<file path="src/rtl/port_phy_regs.svh">
// Register indices, field positions, reset values and bus codes.
// Behaviour
// - Cable fault count is nine bits read-only; bit 8 in preceding register.
// - One count unit means about 0.4 metres to the cable fault.
// - Negotiation-disable bit set forces speed and duplex from bits 6 and 5.
// - Ports 3 and 4 negotiation-disable resets to inverse of its strap pin.
// - Forced-speed bit selects 100BT when one, 10BT when zero; resets one.
// - Forced duplex applies when negotiation is off or fails; half default.
// - Duplex reset follows LED strap inverted on port 3, carrier strap on 4.
// - Five advertisement bits, one advertises, zero suppresses, all reset one.
// - LED-off bit drives all three port LED pins high.
// - Transmitter-disable bit stops the port transmitter; resets to zero.
// - Writing one to restart bit restarts negotiation and self-clears.
`ifndef PORT_PHY_REGS_SVH
`define PORT_PHY_REGS_SVH

`define CABLE_TEST_P2_IDX 8'h2A
`define CABLE_TEST_P3_IDX 8'h3A
`define CABLE_TEST_P4_IDX 8'h4A
`define CABLE_FAULT_LOW_P2_IDX 8'h2B
`define CABLE_FAULT_LOW_P3_IDX 8'h3B
`define CABLE_FAULT_LOW_P4_IDX 8'h4B
`define NEG_CONTROL_P1_IDX 8'h1C
`define NEG_CONTROL_P2_IDX 8'h2C
`define NEG_CONTROL_P3_IDX 8'h3C
`define NEG_CONTROL_P4_IDX 8'h4C
`define NEG_CONTROL_P5_IDX 8'h5C
`define PORT_MISC_CONTROL_P1_IDX 8'h1D
`define PORT_MISC_CONTROL_P2_IDX 8'h2D
`define PORT_MISC_CONTROL_P3_IDX 8'h3D
`define PORT_MISC_CONTROL_P4_IDX 8'h4D
`define PORT_MISC_CONTROL_P5_IDX 8'h5D

`define NEG_DIS_BIT 7
`define FSPEED_BIT 6
`define FDUPLEX_BIT 5
`define ADV_MSB 4
`define LED_OFF_BIT 7
`define TX_DIS_BIT 6
`define RESTART_BIT 5
`define FAULT_HI_BIT 8

`define NEG_CONTROL_RST 8'h5F
`define LEDS_OFF 3'h7

`define PORT1 3'h0
`define PORT2 3'h1
`define PORT3 3'h2
`define PORT4 3'h3
`define PORT5 3'h4

`define RESP_OKAY 2'h0
`define RESP_SLVERR 2'h2

`endif

</file>
<file path="src/rtl/port_phy_pkg.sv">
// Types shared by the port register bank.
package port_phy_pkg;
    typedef enum logic [2:0] {
        RK_NONE,
        RK_NEG,
        RK_MISC,
        RK_TEST,
        RK_FAULT
    } reg_kind_e;

    typedef struct packed {
        reg_kind_e kind;
        logic [2:0] port;
    } reg_sel_s;
endpackage

</file>
<file path="src/rtl/strap_sync.sv">
// Two-stage synchroniser for the four strap pins.
`timescale 1ns/1ps
module strap_sync (
    input wire logic aclk,
    input wire logic [3:0] pin_in,
    output logic [3:0] pin_sync
);
    logic [3:0] stage1_r;

    always_ff @(posedge aclk) begin
        stage1_r <= pin_in;
        pin_sync <= stage1_r;
    end
endmodule

</file>
<file path="src/rtl/port_ctrl.sv">
// Per-port speed and duplex resolution and LED gating.
`timescale 1ns/1ps
`include "port_phy_regs.svh"
module port_ctrl (
    input wire logic aclk,
    input wire logic aresetn,
    input wire logic [7:0] neg_ctrl,
    input wire logic led_off,
    input wire logic neg_done,
    input wire logic neg_failed,
    input wire logic res_speed_100,
    input wire logic res_full_duplex,
    input wire logic [2:0] led_normal,
    output logic link_speed_100,
    output logic link_full_duplex,
    output logic [2:0] port_led_pin
);
    always_ff @(posedge aclk) begin
        if (!aresetn) begin
            link_speed_100 <= 1'b1;
            link_full_duplex <= 1'b0;
        end else if (neg_ctrl[`NEG_DIS_BIT]) begin
            link_speed_100 <= neg_ctrl[`FSPEED_BIT];
            link_full_duplex <= neg_ctrl[`FDUPLEX_BIT];
        end else if (neg_done && !neg_failed) begin
            link_speed_100 <= res_speed_100;
            link_full_duplex <= res_full_duplex;
        end else if (neg_done) begin
            // A failed negotiation keeps the sensed speed.
            link_speed_100 <= res_speed_100;
            link_full_duplex <= neg_ctrl[`FDUPLEX_BIT];
        end
    end

    always_ff @(posedge aclk) begin
        if (!aresetn) begin
            port_led_pin <= `LEDS_OFF;
        end else if (led_off) begin
            port_led_pin <= `LEDS_OFF;
        end else begin
            port_led_pin <= led_normal;
        end
    end
endmodule

</file>
<file path="src/rtl/port_phy_control_regs.sv">
// AXI4-Lite register bank for per-port PHY negotiation and control.
`timescale 1ns/1ps
`include "port_phy_regs.svh"
module port_phy_control_regs (
    input wire logic aclk,
    input wire logic aresetn,
    input wire logic [11:0] s_axi_awaddr,
    input wire logic s_axi_awvalid,
    output logic s_axi_awready,
    input wire logic [31:0] s_axi_wdata,
    input wire logic [3:0] s_axi_wstrb,
    input wire logic s_axi_wvalid,
    output logic s_axi_wready,
    output logic [1:0] s_axi_bresp,
    output logic s_axi_bvalid,
    input wire logic s_axi_bready,
    input wire logic [11:0] s_axi_araddr,
    input wire logic s_axi_arvalid,
    output logic s_axi_arready,
    output logic [31:0] s_axi_rdata,
    output logic [1:0] s_axi_rresp,
    output logic s_axi_rvalid,
    input wire logic s_axi_rready,
    input wire logic port3_neg_strap_pin,
    input wire logic port4_neg_strap_pin,
    input wire logic port3_duplex_strap_pin,
    input wire logic port4_duplex_strap_pin,
    input wire logic [8:0] fault_count_p2,
    input wire logic [8:0] fault_count_p3,
    input wire logic [8:0] fault_count_p4,
    input wire logic [4:0] neg_done,
    input wire logic [4:0] neg_failed,
    input wire logic [4:0] neg_res_speed_100,
    input wire logic [4:0] neg_res_full_duplex,
    input wire logic [14:0] led_normal,
    output logic [14:0] port_led_pin,
    output logic [4:0] neg_enable,
    output logic [24:0] adv_ability,
    output logic [4:0] tx_disable,
    output logic [4:0] restart_neg,
    output logic [4:0] link_speed_100,
    output logic [4:0] link_full_duplex
);
    logic [7:0] neg_ctrl_r [0:4];
    logic [4:0] led_off_r;
    logic [4:0] tx_dis_r;
    logic [4:0] restart_r;
    logic [3:0] strap_sync_w;
    logic aw_held_r;
    logic [11:0] aw_addr_r;
    logic w_held_r;
    logic [7:0] w_data_r;
    logic w_strb_r;
    logic bvalid_r;
    logic [1:0] bresp_r;
    logic rvalid_r;
    logic [1:0] rresp_r;
    logic [31:0] rdata_r;
    logic wr_fire;
    port_phy_pkg::reg_sel_s wr_sel;
    port_phy_pkg::reg_sel_s rd_sel;
    logic [7:0] rd_byte;

    // Maps a byte address to a register kind and a port (0 = port 1).
    function automatic port_phy_pkg::reg_sel_s decode(input logic [11:0] a);
        port_phy_pkg::reg_sel_s s;
        s.kind = port_phy_pkg::RK_NONE;
        s.port = `PORT1;
        if (a[1:0] == 2'h0 && a[11:10] == 2'h0) begin
            unique case (a[9:2])
                `NEG_CONTROL_P1_IDX: begin
                    s.kind = port_phy_pkg::RK_NEG;
                    s.port = `PORT1;
                end
                `NEG_CONTROL_P2_IDX: begin
                    s.kind = port_phy_pkg::RK_NEG;
                    s.port = `PORT2;
                end
                `NEG_CONTROL_P3_IDX: begin
                    s.kind = port_phy_pkg::RK_NEG;
                    s.port = `PORT3;
                end
                `NEG_CONTROL_P4_IDX: begin
                    s.kind = port_phy_pkg::RK_NEG;
                    s.port = `PORT4;
                end
                `NEG_CONTROL_P5_IDX: begin
                    s.kind = port_phy_pkg::RK_NEG;
                    s.port = `PORT5;
                end
                `PORT_MISC_CONTROL_P1_IDX: begin
                    s.kind = port_phy_pkg::RK_MISC;
                    s.port = `PORT1;
                end
                `PORT_MISC_CONTROL_P2_IDX: begin
                    s.kind = port_phy_pkg::RK_MISC;
                    s.port = `PORT2;
                end
                `PORT_MISC_CONTROL_P3_IDX: begin
                    s.kind = port_phy_pkg::RK_MISC;
                    s.port = `PORT3;
                end
                `PORT_MISC_CONTROL_P4_IDX: begin
                    s.kind = port_phy_pkg::RK_MISC;
                    s.port = `PORT4;
                end
                `PORT_MISC_CONTROL_P5_IDX: begin
                    s.kind = port_phy_pkg::RK_MISC;
                    s.port = `PORT5;
                end
                `CABLE_TEST_P2_IDX: begin
                    s.kind = port_phy_pkg::RK_TEST;
                    s.port = `PORT2;
                end
                `CABLE_TEST_P3_IDX: begin
                    s.kind = port_phy_pkg::RK_TEST;
                    s.port = `PORT3;
                end
                `CABLE_TEST_P4_IDX: begin
                    s.kind = port_phy_pkg::RK_TEST;
                    s.port = `PORT4;
                end
                `CABLE_FAULT_LOW_P2_IDX: begin
                    s.kind = port_phy_pkg::RK_FAULT;
                    s.port = `PORT2;
                end
                `CABLE_FAULT_LOW_P3_IDX: begin
                    s.kind = port_phy_pkg::RK_FAULT;
                    s.port = `PORT3;
                end
                `CABLE_FAULT_LOW_P4_IDX: begin
                    s.kind = port_phy_pkg::RK_FAULT;
                    s.port = `PORT4;
                end
                default: begin
                    s.kind = port_phy_pkg::RK_NONE;
                end
            endcase
        end
        return s;
    endfunction

    // Selects the nine-bit fault count of ports 2 to 4.
    function automatic logic [8:0] fault_of(input logic [2:0] p,
                                            input logic [8:0] f2,
                                            input logic [8:0] f3,
                                            input logic [8:0] f4);
        logic [8:0] v;
        v = 9'h000;
        if (p == `PORT2) begin
            v = f2;
        end else if (p == `PORT3) begin
            v = f3;
        end else if (p == `PORT4) begin
            v = f4;
        end
        return v;
    endfunction

    strap_sync u_strap_sync (
        .aclk(aclk),
        .pin_in({port4_duplex_strap_pin, port3_duplex_strap_pin,
                 port4_neg_strap_pin, port3_neg_strap_pin}),
        .pin_sync(strap_sync_w)
    );

    assign s_axi_awready = !aw_held_r && !bvalid_r;
    assign s_axi_wready = !w_held_r && !bvalid_r;
    assign s_axi_bvalid = bvalid_r;
    assign s_axi_bresp = bresp_r;
    assign s_axi_arready = !rvalid_r;
    assign s_axi_rvalid = rvalid_r;
    assign s_axi_rresp = rresp_r;
    assign s_axi_rdata = rdata_r;

    assign wr_fire = aw_held_r && w_held_r && !bvalid_r;
    assign wr_sel = decode(aw_addr_r);
    assign rd_sel = decode(s_axi_araddr);

    // Write address and data are caught separately, in either order.
    always_ff @(posedge aclk) begin
        if (!aresetn) begin
            aw_held_r <= 1'b0;
            aw_addr_r <= 12'h000;
        end else if (s_axi_awvalid && s_axi_awready) begin
            aw_held_r <= 1'b1;
            aw_addr_r <= s_axi_awaddr;
        end else if (wr_fire) begin
            aw_held_r <= 1'b0;
        end
    end

    always_ff @(posedge aclk) begin
        if (!aresetn) begin
            w_held_r <= 1'b0;
            w_data_r <= 8'h00;
            w_strb_r <= 1'b0;
        end else if (s_axi_wvalid && s_axi_wready) begin
            w_held_r <= 1'b1;
            w_data_r <= s_axi_wdata[7:0];
            w_strb_r <= s_axi_wstrb[0];
        end else if (wr_fire) begin
            w_held_r <= 1'b0;
        end
    end

    always_ff @(posedge aclk) begin
        if (!aresetn) begin
            bvalid_r <= 1'b0;
            bresp_r <= `RESP_OKAY;
        end else if (wr_fire) begin
            bvalid_r <= 1'b1;
            bresp_r <= (wr_sel.kind == port_phy_pkg::RK_NONE) ?
                       `RESP_SLVERR : `RESP_OKAY;
        end else if (s_axi_bready) begin
            bvalid_r <= 1'b0;
        end
    end

    // Straps reach the synchroniser output two edges into reset.
    always_ff @(posedge aclk) begin
        if (!aresetn) begin
            for (int i = 0; i < 5; i++) begin
                neg_ctrl_r[i] <= `NEG_CONTROL_RST;
            end
            neg_ctrl_r[`PORT3][`NEG_DIS_BIT] <= !strap_sync_w[0];
            neg_ctrl_r[`PORT4][`NEG_DIS_BIT] <= !strap_sync_w[1];
            neg_ctrl_r[`PORT3][`FDUPLEX_BIT] <= !strap_sync_w[2];
            neg_ctrl_r[`PORT4][`FDUPLEX_BIT] <= strap_sync_w[3];
        end else if (wr_fire && w_strb_r &&
                     wr_sel.kind == port_phy_pkg::RK_NEG) begin
            neg_ctrl_r[wr_sel.port] <= w_data_r;
        end
    end

    always_ff @(posedge aclk) begin
        if (!aresetn) begin
            led_off_r <= 5'h00;
            tx_dis_r <= 5'h00;
        end else if (wr_fire && w_strb_r &&
                     wr_sel.kind == port_phy_pkg::RK_MISC) begin
            led_off_r[wr_sel.port] <= w_data_r[`LED_OFF_BIT];
            tx_dis_r[wr_sel.port] <= w_data_r[`TX_DIS_BIT];
        end
    end

    // The restart bit is a one-cycle pulse and never stores.
    always_ff @(posedge aclk) begin
        if (!aresetn) begin
            restart_r <= 5'h00;
        end else begin
            restart_r <= 5'h00;
            if (wr_fire && w_strb_r && w_data_r[`RESTART_BIT] &&
                wr_sel.kind == port_phy_pkg::RK_MISC) begin
                restart_r[wr_sel.port] <= 1'b1;
            end
        end
    end

    always_comb begin
        logic [8:0] f;
        f = fault_of(rd_sel.port, fault_count_p2, fault_count_p3,
                     fault_count_p4);
        rd_byte = 8'h00;
        unique case (rd_sel.kind)
            port_phy_pkg::RK_NEG: rd_byte = neg_ctrl_r[rd_sel.port];
            port_phy_pkg::RK_MISC: begin
                rd_byte[`LED_OFF_BIT] = led_off_r[rd_sel.port];
                rd_byte[`TX_DIS_BIT] = tx_dis_r[rd_sel.port];
            end
            // Each count unit stands for about 0.4 m of cable.
            port_phy_pkg::RK_TEST: rd_byte[0] = f[`FAULT_HI_BIT];
            port_phy_pkg::RK_FAULT: rd_byte = f[7:0];
            port_phy_pkg::RK_NONE: rd_byte = 8'h00;
        endcase
    end

    always_ff @(posedge aclk) begin
        if (!aresetn) begin
            rvalid_r <= 1'b0;
            rresp_r <= `RESP_OKAY;
            rdata_r <= 32'h0000_0000;
        end else if (s_axi_arvalid && s_axi_arready) begin
            rvalid_r <= 1'b1;
            rdata_r <= {24'h00_0000, rd_byte};
            rresp_r <= (rd_sel.kind == port_phy_pkg::RK_NONE) ?
                       `RESP_SLVERR : `RESP_OKAY;
        end else if (s_axi_rready) begin
            rvalid_r <= 1'b0;
        end
    end

    assign tx_disable = tx_dis_r;
    assign restart_neg = restart_r;

    genvar g;
    generate
        for (g = 0; g < 5; g++) begin : gen_port
            assign neg_enable[g] = !neg_ctrl_r[g][`NEG_DIS_BIT];
            assign adv_ability[5*g+4:5*g] = neg_ctrl_r[g][`ADV_MSB:0];
            port_ctrl u_port_ctrl (
                .aclk(aclk),
                .aresetn(aresetn),
                .neg_ctrl(neg_ctrl_r[g]),
                .led_off(led_off_r[g]),
                .neg_done(neg_done[g]),
                .neg_failed(neg_failed[g]),
                .res_speed_100(neg_res_speed_100[g]),
                .res_full_duplex(neg_res_full_duplex[g]),
                .led_normal(led_normal[3*g+2:3*g]),
                .link_speed_100(link_speed_100[g]),
                .link_full_duplex(link_full_duplex[g]),
                .port_led_pin(port_led_pin[3*g+2:3*g])
            );
        end
    endgenerate
endmodule

</file>
<file path="config.mk">
export PLATFORM = sky130hd
export DESIGN_NAME = port_phy_control_regs
export DESIGN_NICKNAME = d
export VERILOG_FILES = /design/src/rtl/port_phy_pkg.sv /design/src/rtl/strap_sync.sv /design/src/rtl/port_ctrl.sv /design/src/rtl/port_phy_control_regs.sv
export VERILOG_INCLUDE_DIRS = /design/src /design/src/rtl
export SDC_FILE = /design/constraint.sdc
export NUM_CORES = 1
export LEC_CHECK = 0
export BUFFER_PORTS_ARGS = -buffer_cell sky130_fd_sc_hd__buf_2
export CAP_MARGIN = 20
export CORE_MARGIN = 2
export CORE_UTILIZATION = 30
export DETAILED_ROUTE_END_ITERATION = 8
export HOLD_SLACK_MARGIN = 0.12
export PLACE_DENSITY = 0.52
export SYNTH_ARGS = -nofsm -noshare
export SYNTH_HDL_FRONTEND = slang
export SYNTH_SLANG_ARGS = --single-unit
</file>
<file path="constraint.sdc">
create_clock -name aclk -period 3.5 [get_ports aclk]
set_input_delay 0.525 -clock aclk [delete_from_list [all_inputs] [get_ports aclk]]
set_output_delay 0.525 -clock aclk [all_outputs]
set_load 0.02 [all_outputs]
</file>
Word level (Yosys, flattened, before mapping)
Memories as Yosys holds them, arrays and structs flattened.
Cells that the tools add are included.
- magnitude comparators: 3
- equal/unequal tests: 41
- multiplexer cells: 70
- bitwise operators: 5
- reductions and logical operators: 75
- operators by type and width (kind ; number):
    $eq A8 B6 Y1 const B ; 16
    $eq A8 B7 Y1 const B ; 12
    $mux W1 ; 49
    $pmux W3 S4 ; 4
    $eq A8 B5 Y1 const B ; 4
    $mux W9 ; 3
    $reduce_or A4 Y1 ; 6
    $logic_and A1 B1 Y1 ; 20
    $reduce_or A5 Y1 ; 4
    $logic_not A1 Y1 ; 17
    $eq A3 B2 Y1 const B ; 5
    $reduce_bool A3 Y1 ; 5
    $reduce_or A2 Y1 ; 7
    $mux W6 ; 2
    $reduce_or A3 Y1 ; 4
    $bwmux W5 ; 2
    $pmux W5 S2 ; 1
    $eq A3 B1 Y1 const B ; 3
    $logic_not A2 Y1 ; 4
    $lt A3 B4 Y1 const B ; 2
    $mux W8 ; 1
    $reduce_bool A2 Y1 ; 4
    $reduce_or A8 Y1 ; 1
    $bmux W1 S3 ; 2
    other kinds (11) ; 16
- bits in registers: 85
- RAM bits: 40
- bits of input ports: 133
- output and inout port bits: 106
- memories: 1
- memory list (memory ; words ; bits a word ; rd ports ; clocked after Yosys merged registers in ; write ports ; RTL line ; source):
    neg_ctrl_r ; 5 ; 8 ; 6 ; 0 ; 5 ; port_phy_control_regs.sv:44 ; logic [7:0] neg_ctrl_r [0:4];

Depth between registers and ports, before layout
Gate-level depths: netlist (run 1).
- word-level depth: 11
- depth in mapped cells: 8
- depth with buffers taken out: 6

By module
From an unflattened synthesis (run 1), not the netlist that was laid out.
- cells, all modules: 625
- area total of the unflattened synthesis: 5957.0 µm²
- by module, submodules not included (module ; times used ; cells an instance ; area an instance (µm²) ; seq. area each (µm²)):
    port_phy_control_regs ; 1 ; 527 ; 4870.9 ; 2232.1
    port_ctrl ; 5 ; 18 ; 185.2 ; 100.1
    strap_sync ; 1 ; 8 ; 160.2 ; 160.2

Worst setup path before layout (run 1)
OpenSTA, ideal clock, no wires.
- kind: register -> register
- start: reg aw_addr_r[11]
- end: mem neg_ctrl_r[0][0], enable pin
- data arrival time: 2.254 ns
- data required time: 3.116 ns
- setup slack: 0.862 ns
- cell stages (with the launch flop): 6
- path buffers: 1
- clock period less this slack: 2.638 ns
- cells stage by stage: dfxtp_1 or4_1 nor4_2 nand4_1 clkbuf_1 o21ai_0
- RTL lines (item ; RTL line ; source):
    from (decl) ; port_phy_control_regs.sv:50 ; logic [11:0] aw_addr_r;
    from (signal assigned) ; port_phy_control_regs.sv:187 ; aw_addr_r <= s_axi_awaddr;
    to (decl) ; port_phy_control_regs.sv:44 ;

==> results of run 1 <==
==> routing by layer <==
layer	track usage, %	part of all wire, %	vias up
met2	27.74	47	188
met5	0	0	-
met4	7.358	2.4	0
met3	3.841	6.5	26
li1	-	-	2576
met1	22.44	45	2325
==> cells by family (layout without fill, tap and decap cells) <==
logic type             Yosys count  count (layout)  synth area share, %
AND/OR/NAND/NOR                253             253                21.35
AO/OA/AOI/OAI                  162             162                16.60
flip-flops                     124             124                48.82
buffers and inverters          108             248                11.04
multiplexers                    10              10                1.689
XOR/XNOR                         3               3               0.4435
other                            1              27              0.06328
==> path summary, 6_finish.rpt <==
| kind | startpoint | to | slack, ns | depth (start not counted) |
|---|---|---|---|---|
| max | aw_addr_r[11] | neg_ctrl_r[2][1] | 0.68 | 6 |
| min | port3_neg_strap_pin | u_strap_sync.stage1_r[0] | 0.20 | 1 |
| max reg2reg | aw_addr_r[11] | neg_ctrl_r[2][1] | 0.68 | 6 |
| min reg2reg | u_strap_sync.stage1_r[1] | u_strap_sync.pin_sync[1] | 0.32 | 0 |
==> synthesized netlist by cell type, drive strengths merged, types with 3 or more instances <==
cell type,number
nor2b,6
dfxtp,83
nand2,97
a2bb2oi,3
nand2b,23
mux2i,10
nor2,43
or3,36
a221oi,4
nand4,7
inv,17
clkbuf,25
edfxtp,41
nor3,10
nand3,5
or4,5
a22oi,12
o2111ai,4
o22ai,11
a21oi,61
or2,3
nor4,7
buf,66
a32oi,4
o21ai,43
==> stage by stage <==
stage | util [%] | worst slack [ns] | instance area [um2] | hold WS (ns)
after floorplan | - | 0.8624 | 6023 | 0.3096
after global placement | 35.03 | 0.6030 | 6795 | 0.3122
after detailed placement | 35.03 | 0.6005 | 6795 | 0.3136
after CTS | 38.08 | 0.6778 | 7387 | 0.1853
after global routing | 38.08 | 0.4891 | 7387 | 0.1905
final | 38.08 | 0.6807 | 7387 | 0.2026
==> cells in the final DEF, fill, tap and decap left out, types with 5 or more instances in the layout <==
| cell type | synthesis | final |
|---|---|---|
| a21oi_1 | 61 | 61 |
| a22oi_1 | 12 | 12 |
| buf_2 | 1 | 185 |
| buf_4 | 62 | 14 |
| clkbuf_16 | 0 | 17 |
| conb_1 | 1 | 27 |
| dfxtp_1 | 83 | 83 |
| edfxtp_1 | 41 | 41 |
| inv_1 | 16 | 16 |
| mux2i_1 | 10 | 10 |
| nand2_1 | 97 | 97 |
| nand2b_1 | 23 | 23 |
| nand3_1 | 5 | 5 |
| nand4_1 | 7 | 7 |
| nor2_1 | 43 | 43 |
| nor2b_1 | 6 | 6 |
| nor3_1 | 10 | 10 |
| nor4_1 | 5 | 5 |
| o21ai_0 | 43 | 43 |
| o22ai_1 | 11 | 11 |
| or3_1 | 36 | 36 |
==> state kept, by name (all words and copies together), names as in the netlist <==
register	cells
s_axi_rresp	1
u_strap_sync.stage1_r	4
s_axi_bvalid	1
aw_addr_r	12
tx_disable	5
gen_port.u_port_ctrl.link_full_duplex	5
w_strb_r	1
s_axi_bresp	1
s_axi_rvalid	1
led_off_r	5
restart_neg	5
gen_port.u_port_ctrl.port_led_pin	15
w_held_r	1
neg_ctrl_r	41
w_data_r	8
gen_port.u_port_ctrl.link_speed_100	5
aw_held_r	1
u_strap_sync.pin_sync	4
s_axi_rdata	8
==> power by group through the flow <==
stage | Combinational (mW) | Clock (mW) | Sequential (mW)
after floorplan | 0.225 | 0 | 1.61
after global placement | 0.346 | 0 | 1.60
after detailed placement | 0.346 | 0 | 1.60
after CTS | 0.348 | 1.80 | 1.57
after global routing | 0.388 | 1.86 | 1.58
final | 0.346 | 1.77 | 1.57
==> area by class of cell <==
cell class                      count  area, um2  share of cell area (%)
Clock buffer                       20      446.7                   6.047
Inverter                           17      63.81                  0.8638
Multi-Input combinational cell    455       2476                   33.52
Timing Repair Buffer              199       1031                   13.96
Sequential cell                   124       2893                   39.16
Tap cell                          265      331.6                   4.488
Clock inverter                     12      145.1                   1.965
==> run metrics, run 1 <==
dominant cell type by area after synthesis=dfxtp_1; clock network power share=47.9%; vias in the first global route=4738; FFs w/ async S/R, synth=0%; final hold viol count=0; outcome=completed; share of layout cells above drive strength 1=28.78%; PwrDens=499.1 mW/mm2; gr usage total=17.28%; Crit Path Class=reg2reg; fillcell total=2080; die area=between 0.02 and 0.025 mm2; final wirelength=approximately 18000 um; Final #Nets=947; Final setup viols=0; Clock Path Buffers=2; Fin Setup TNS=0 ns; mapped cell area=0.005926 mm2; CTS Sinks=124; fin crit share=roughly 81%; Synth Area per Inst=8.965 um2; I/O pins=239; drt first pass iters=5; Main synth FF type=dfxtp_1; final non-filler cell total=1092; Final Max Tran Viols=0; WL/cell=16.53 um; top cell type's share of synthesized area=roughly 28%; top post-synthesis cells by area=dfxtp_1 (28%), edfxtp_1 (21%), buf_4 (7.9%), nand2_1 (6.1%), a21oi_1 (5.2%); CTS tree=done; Inst Count DP=approximately 1100; Rel. slew slack=a little over a third; antenna violations before repair=0; Clock Skews=about 0.011 ns; crit path cell chain=or4_1, nor4_2, nand4_1, buf_4, o21ai_0, buf_4; CP max FO=32; final HPWL from detailed placement=14090 um; drt drc=0; routed vias=5115; synthesized instance count=661; CTS Hold Bufs=0; Antenna Nets Post-Route=0; ANT cells=0; clock transition at the registers of the reported paths=0.06 ns; largest stage delay on the critical path=0.62 ns; Cell Int Power=between 2 and 3 mW; number of enable flip-flop cells after synthesis=41; delay-heaviest family, CP=simple AND/OR/NAND/NOR gates; initial core utilization=30.55%; P&R area growth vs syn=24.66%; Placeable Area=a little under 0.02 mm2; GRT overflow=0; Max Clock Freq=354.7 MHz; CP Launch Type=flip-flop; Tmin final=2.819 ns; Netlist cell types=56; CP most frequent cell=buf_4; Die Wd=144.5 um; critical path data required time=3.63 ns; RePlAce Congestion=0.9037; Crit path buffers/inverters=2; Sw Pwr=around 900 uW; htree depth=4; Via density=4.684; largest net degree at the start of global routing=46; first-pass GRT wire length=26770 um; clk_lat worst skew=0.42 ns; CTS Root Cell=clkbuf_16; Seq cells post-synth=124; Hold WC Path Type=in2reg; Flop pwr share=42.7%; Yosys warning count=0; Rows=51; unrepaired setup endpoints after global routing=no; CP endpoint kind=flip-flop; Overall Power=3.687 mW; Combinational Power Share=9.4%; die height=144.5 um; P_leak=around 2.8 nW; CTS resizes=0; CTS buffer count=17; # port buffers=185; Slowest cell on crit path=or4_1; Initial DRC Count=218; worst-margin pin slew=around 0.94 ns; Max Cap Viol=0; sequential share of the synthesized area=48.82%; crit path DAT=2.95 ns; worst vdd ir=0.0003490 V; sw frac=24.30%; Post-CTS Setup Bufs=0
Power figures use the tool's default switching activity.
==> run 2: changes to the inputs <==
--- a/config.mk
+++ b/config.mk
@@ -6,13 +6,14 @@
 export SDC_FILE = /design/constraint.sdc
 export NUM_CORES = 1
 export LEC_CHECK = 0
+export ABC_AREA = 1
 export BUFFER_PORTS_ARGS = -buffer_cell sky130_fd_sc_hd__buf_2
 export CAP_MARGIN = 20
 export CORE_MARGIN = 2
 export CORE_UTILIZATION = 30
 export DETAILED_ROUTE_END_ITERATION = 8
 export HOLD_SLACK_MARGIN = 0.12
-export PLACE_DENSITY = 0.52
+export PLACE_DENSITY = 0.5
 export SYNTH_ARGS = -nofsm -noshare
 export SYNTH_HDL_FRONTEND = slang
 export SYNTH_SLANG_ARGS = --single-unit
==> constraint.sdc (replaced) <==
create_clock -name aclk -period 2.94 [get_ports aclk]
set_input_delay 0.441 -clock aclk [delete_from_list [all_inputs] [get_ports aclk]]
set_output_delay 0.441 -clock aclk [all_outputs]
set_load 0.02 [all_outputs]
==> run 2 against run 1 <==
Synthesized area is 21% higher. Hold slack got worse by 0.010 ns. Combinational power increased by 39%. Sequential power is 44% higher. Core utilization fell by 0.85 points. Total power rose by 30%. Count of clock-buffer cells in the layout is 3 lower. Critical path depth up 2. Wire length is 15% higher. Sequential cell count up 21. Global-route usage fell by 1.0 points. Sequential share of layout area is 1.2 points higher.
==> run metrics, run 2 <==
top cell type's share of synthesized area=25.90% (-2.1 points); P&R area growth vs syn=21.57%; top post-synthesis cells by area=edfxtp_1 (26%), dfxtp_1 (23%), nand2_1 (13%), buf_4 (6.7%), nor2_1 (5.5%); Via density=4.374 (-6.6%); footprint of the multi-input gates=0.002824 mm2 (+14%); gr usage total=16.26% (-1.0 points); CP most frequent cell=inv_1; I/O pins=239 (unchanged); fillcell total=2531 (+22%); PwrDens=547.1 mW/mm2 (+9.6%); number of enable flip-flop cells after synthesis=62 (+51%); Crit path buffers/inverters=3 (+1); final HPWL from detailed placement=15620 um (+11%); post-synthesis simple-gate area fraction=28.81% (+7.5 points); Tmin final=2.329 ns (-0.4904 ns); die height=158.8 um (+9.9%); largest family of logic cells by synthesized area=simple AND/OR/NAND/NOR gates; Antenna Nets Post-Route=0 (unchanged); worst vdd ir=0.0003076 V (-12%); synthesized instance count=925 (+40%); die area=0.02521 mm2 (+21%); share of layout cells above drive strength 1=22.91% (-5.9 points); max reg flops=62 (+51%); # port buffers=185 (unchanged); most frequent cell after synthesis=nand2_1; largest net degree at the start of global routing=43 (-6.5%); Initial DRC Count=376 (+72%); commonest non-fill, non-tap cell in the layout=nand2_1; critical path data required time=3.03 ns (-0.60 ns); Seq cells post-synth=145 (+17%); routed vias=6268 (+23%); CTS tree=done; CP endpoint kind=flip-flop; adder-cell share of the synthesized area=0% (unchanged); fin crit share=79.21% (-1.3 points); xor/xnor cell area share of the yosys netlist=0% (-0.44 points); Clock Skews=0.009196 ns (-0.001995 ns); CTS buffer count=17 (unchanged); drt drc=0 (unchanged); vias in the first global route=5718 (+21%); GRT overflow=0 (unchanged); clk_lat worst skew=0.43 ns (about the same); R2R Setup Slk=0.61 ns (-0.07 ns); Die Wd=158.8 um (+9.9%); Placeable Area=0.02347 mm2 (+21%); Final Max Tran Viols=0 (unchanged); crit path DAT=2.42 ns (-0.53 ns); commonest cells in the netlist=nand2_1 (244), nor2_1 (106), inv_1 (102); Rel. slew slack=51.06% (+15 points); clock transition at the registers of the reported paths=0.07 ns (about the same); crit path cell chain=inv_1, nand3_1, nor4_1, inv_1, nand2_1, inv_1, nand3_2, nand2_1; commonest non-fill, non-tap cells in the layout=nand2_1 (244), buf_2 (185), nor2_1 (106); Seq. cell area=0.003523 mm2 (+22%); Hold WC Path Type=in2reg; mux share of post-synthesis cell area=0.1393% (-1.5 points); drt first pass iters=4 (-1); mapped cell area=0.007188 mm2 (+21%); Max Cap Viol=0 (unchanged); worst-margin pin slew=0.7274 ns (-0.2169 ns); CP Launch Type=flip-flop; Overall Power=4.780 mW (+30%); final hold viol count=0 (unchanged); sequential share of the synthesized area=49.02% (+0.20 points); CP max FO=8 (-75%); largest registers=neg_ctrl_r: 62 flops, gen_port.u_port_ctrl.port_led_pin: 15 flops, aw_addr_r: 12 flops; Crit Path Class=reg2reg; Fin Hold WS=0.1927 ns (-0.009972 ns); Compound-Gate Fraction of Synth Area=7.833% (-8.8 points); Netlist cell types=38 (-32%); Most flops, register=neg_ctrl_r; outcome=completed; Main synth FF type=dfxtp_1; WL/cell=14.49 um (-12%); Post-CTS Setup Bufs=0 (unchanged); antenna violations before repair=1 (+1); Final setup viols=0 (unchanged); CTS Root Cell=clkbuf_16; delay-heaviest family, CP=simple AND/OR/NAND/NOR gates; Rows=56 (+9.8%); Yosys warning count=0 (unchanged); largest stage delay on the critical path=0.68 ns (+0.06 ns); P_leak=4.086 nW (+46%); first-pass GRT wire length=31920 um (+19%); Fin Setup TNS=0 ns (unchanged); unrepaired setup endpoints after global routing=no; CTS Sinks=145 (+17%); Slowest cell on crit path=nor4_1; FFs w/ async S/R, synth=0% (unchanged); Clock Path Buffers=2 (unchanged); Max Clock Freq=429.4 MHz (+21%); Synth Area per Inst=7.771 um2 (-13%); RePlAce Congestion=0.8110 (-10%); dominant cell type by area after synthesis=edfxtp_1; Final #Nets=1233 (+30%); initial core utilization=30.62% (+0.077 points); htree depth=4 (unchanged); final wirelength=20770 um (+15%)
==> run 2: changes by cell type after synthesis, sizes merged, moves of 14 or more <==
cell	before	now
a21oi	61	46
or3	36	0
nor2	43	108
nand4	7	33
nand3	5	69
o21ai	43	57
inv	17	107
edfxtp	41	62
nand2	97	253
nand2b	23	0
==> run 2: repair_timing <==
item / in CTS / in global routing
endpoints found under the hold margin: 4 / 0
hold buffers: 4 / 0
resized for setup: 0 / 0
==> run 2: report_power, final <==
group          switching [mW]  internal, mW  total (mW)  leakage [nW]
Sequential             0.0561          2.20        2.26          1.22
Clock                   0.942          1.10        2.04         0.272
Combinational           0.327         0.152       0.480          2.59
==> run 2: metrics by stage <==
stage / setup WS, ns / std cells / area, um2 / util, %
6_report: 0.6111 / 1433 / 8738 / 37.23
5_1_grt: 0.4006 / 1432 / 8736 / 37.22
4_1_cts: 0.6348 / 1432 / 8736 / 37.22
3_5_place_dp: 0.5605 / 1396 / 8150 / 34.72
3_3_place_gp: 0.5529 / 1396 / 8150 / 34.72
2_1_floorplan: 0.7101 / 972 / 7365 / -
==> run 2: final timing paths <==
path                       startpoint                                       to  cells past startpoint
min reg2reg  u_strap_sync.stage1_r[2]                 u_strap_sync.pin_sync[2]                      0
min                     led_normal[9]  gen_port[3].u_port_ctrl.port_led_pin[0]                      3
max                      aw_addr_r[3]                         neg_ctrl_r[1][0]                      8
max reg2reg              aw_addr_r[3]                         neg_ctrl_r[1][0]                      8
==> run 2: area by class of cell <==
type                            instances  share of cell area (%)
Tap cell                              319                   4.568
Clock inverter                         15                   1.375
Multi-Input combinational cell        629                   32.32
Sequential cell                       145                   40.32
Inverter                              110                   4.782
Timing Repair Buffer                  197                   11.74
Clock buffer                           17                   4.868
Antenna cell                            1                 0.02864
==> run 2: worst reg2reg max path, cell delays in order, from the launching register on <==
cell,delay (ns)
dfxtp_1,0.31
inv_1,0.09
nand3_1,0.16
nor4_1,0.68
inv_1,0.09
nand2_1,0.14
inv_1,0.16
nand3_2,0.13
nand2_1,0.24
==> run 2: kinds of logic (layout without fill, tap and decap cells) <==
family	Yosys count	after routing
AO/OA/AOI/OAI	107	107
buffers and inverters	198	339
flip-flops	145	145
multiplexers	1	1
other	1	49
AND/OR/NAND/NOR	473	473
==> run 2: per-layer routing <==
metal / part of all wire [%] / track usage (%) / vias to the layer above
met5: 0 / 0 / -
met2: 44 / 25.05 / 188
li1: - / - / 3234
met4: 1.1 / 3.878 / 0
met1: 49 / 23.02 / 2828
met3: 5.7 / 3.814 / 18
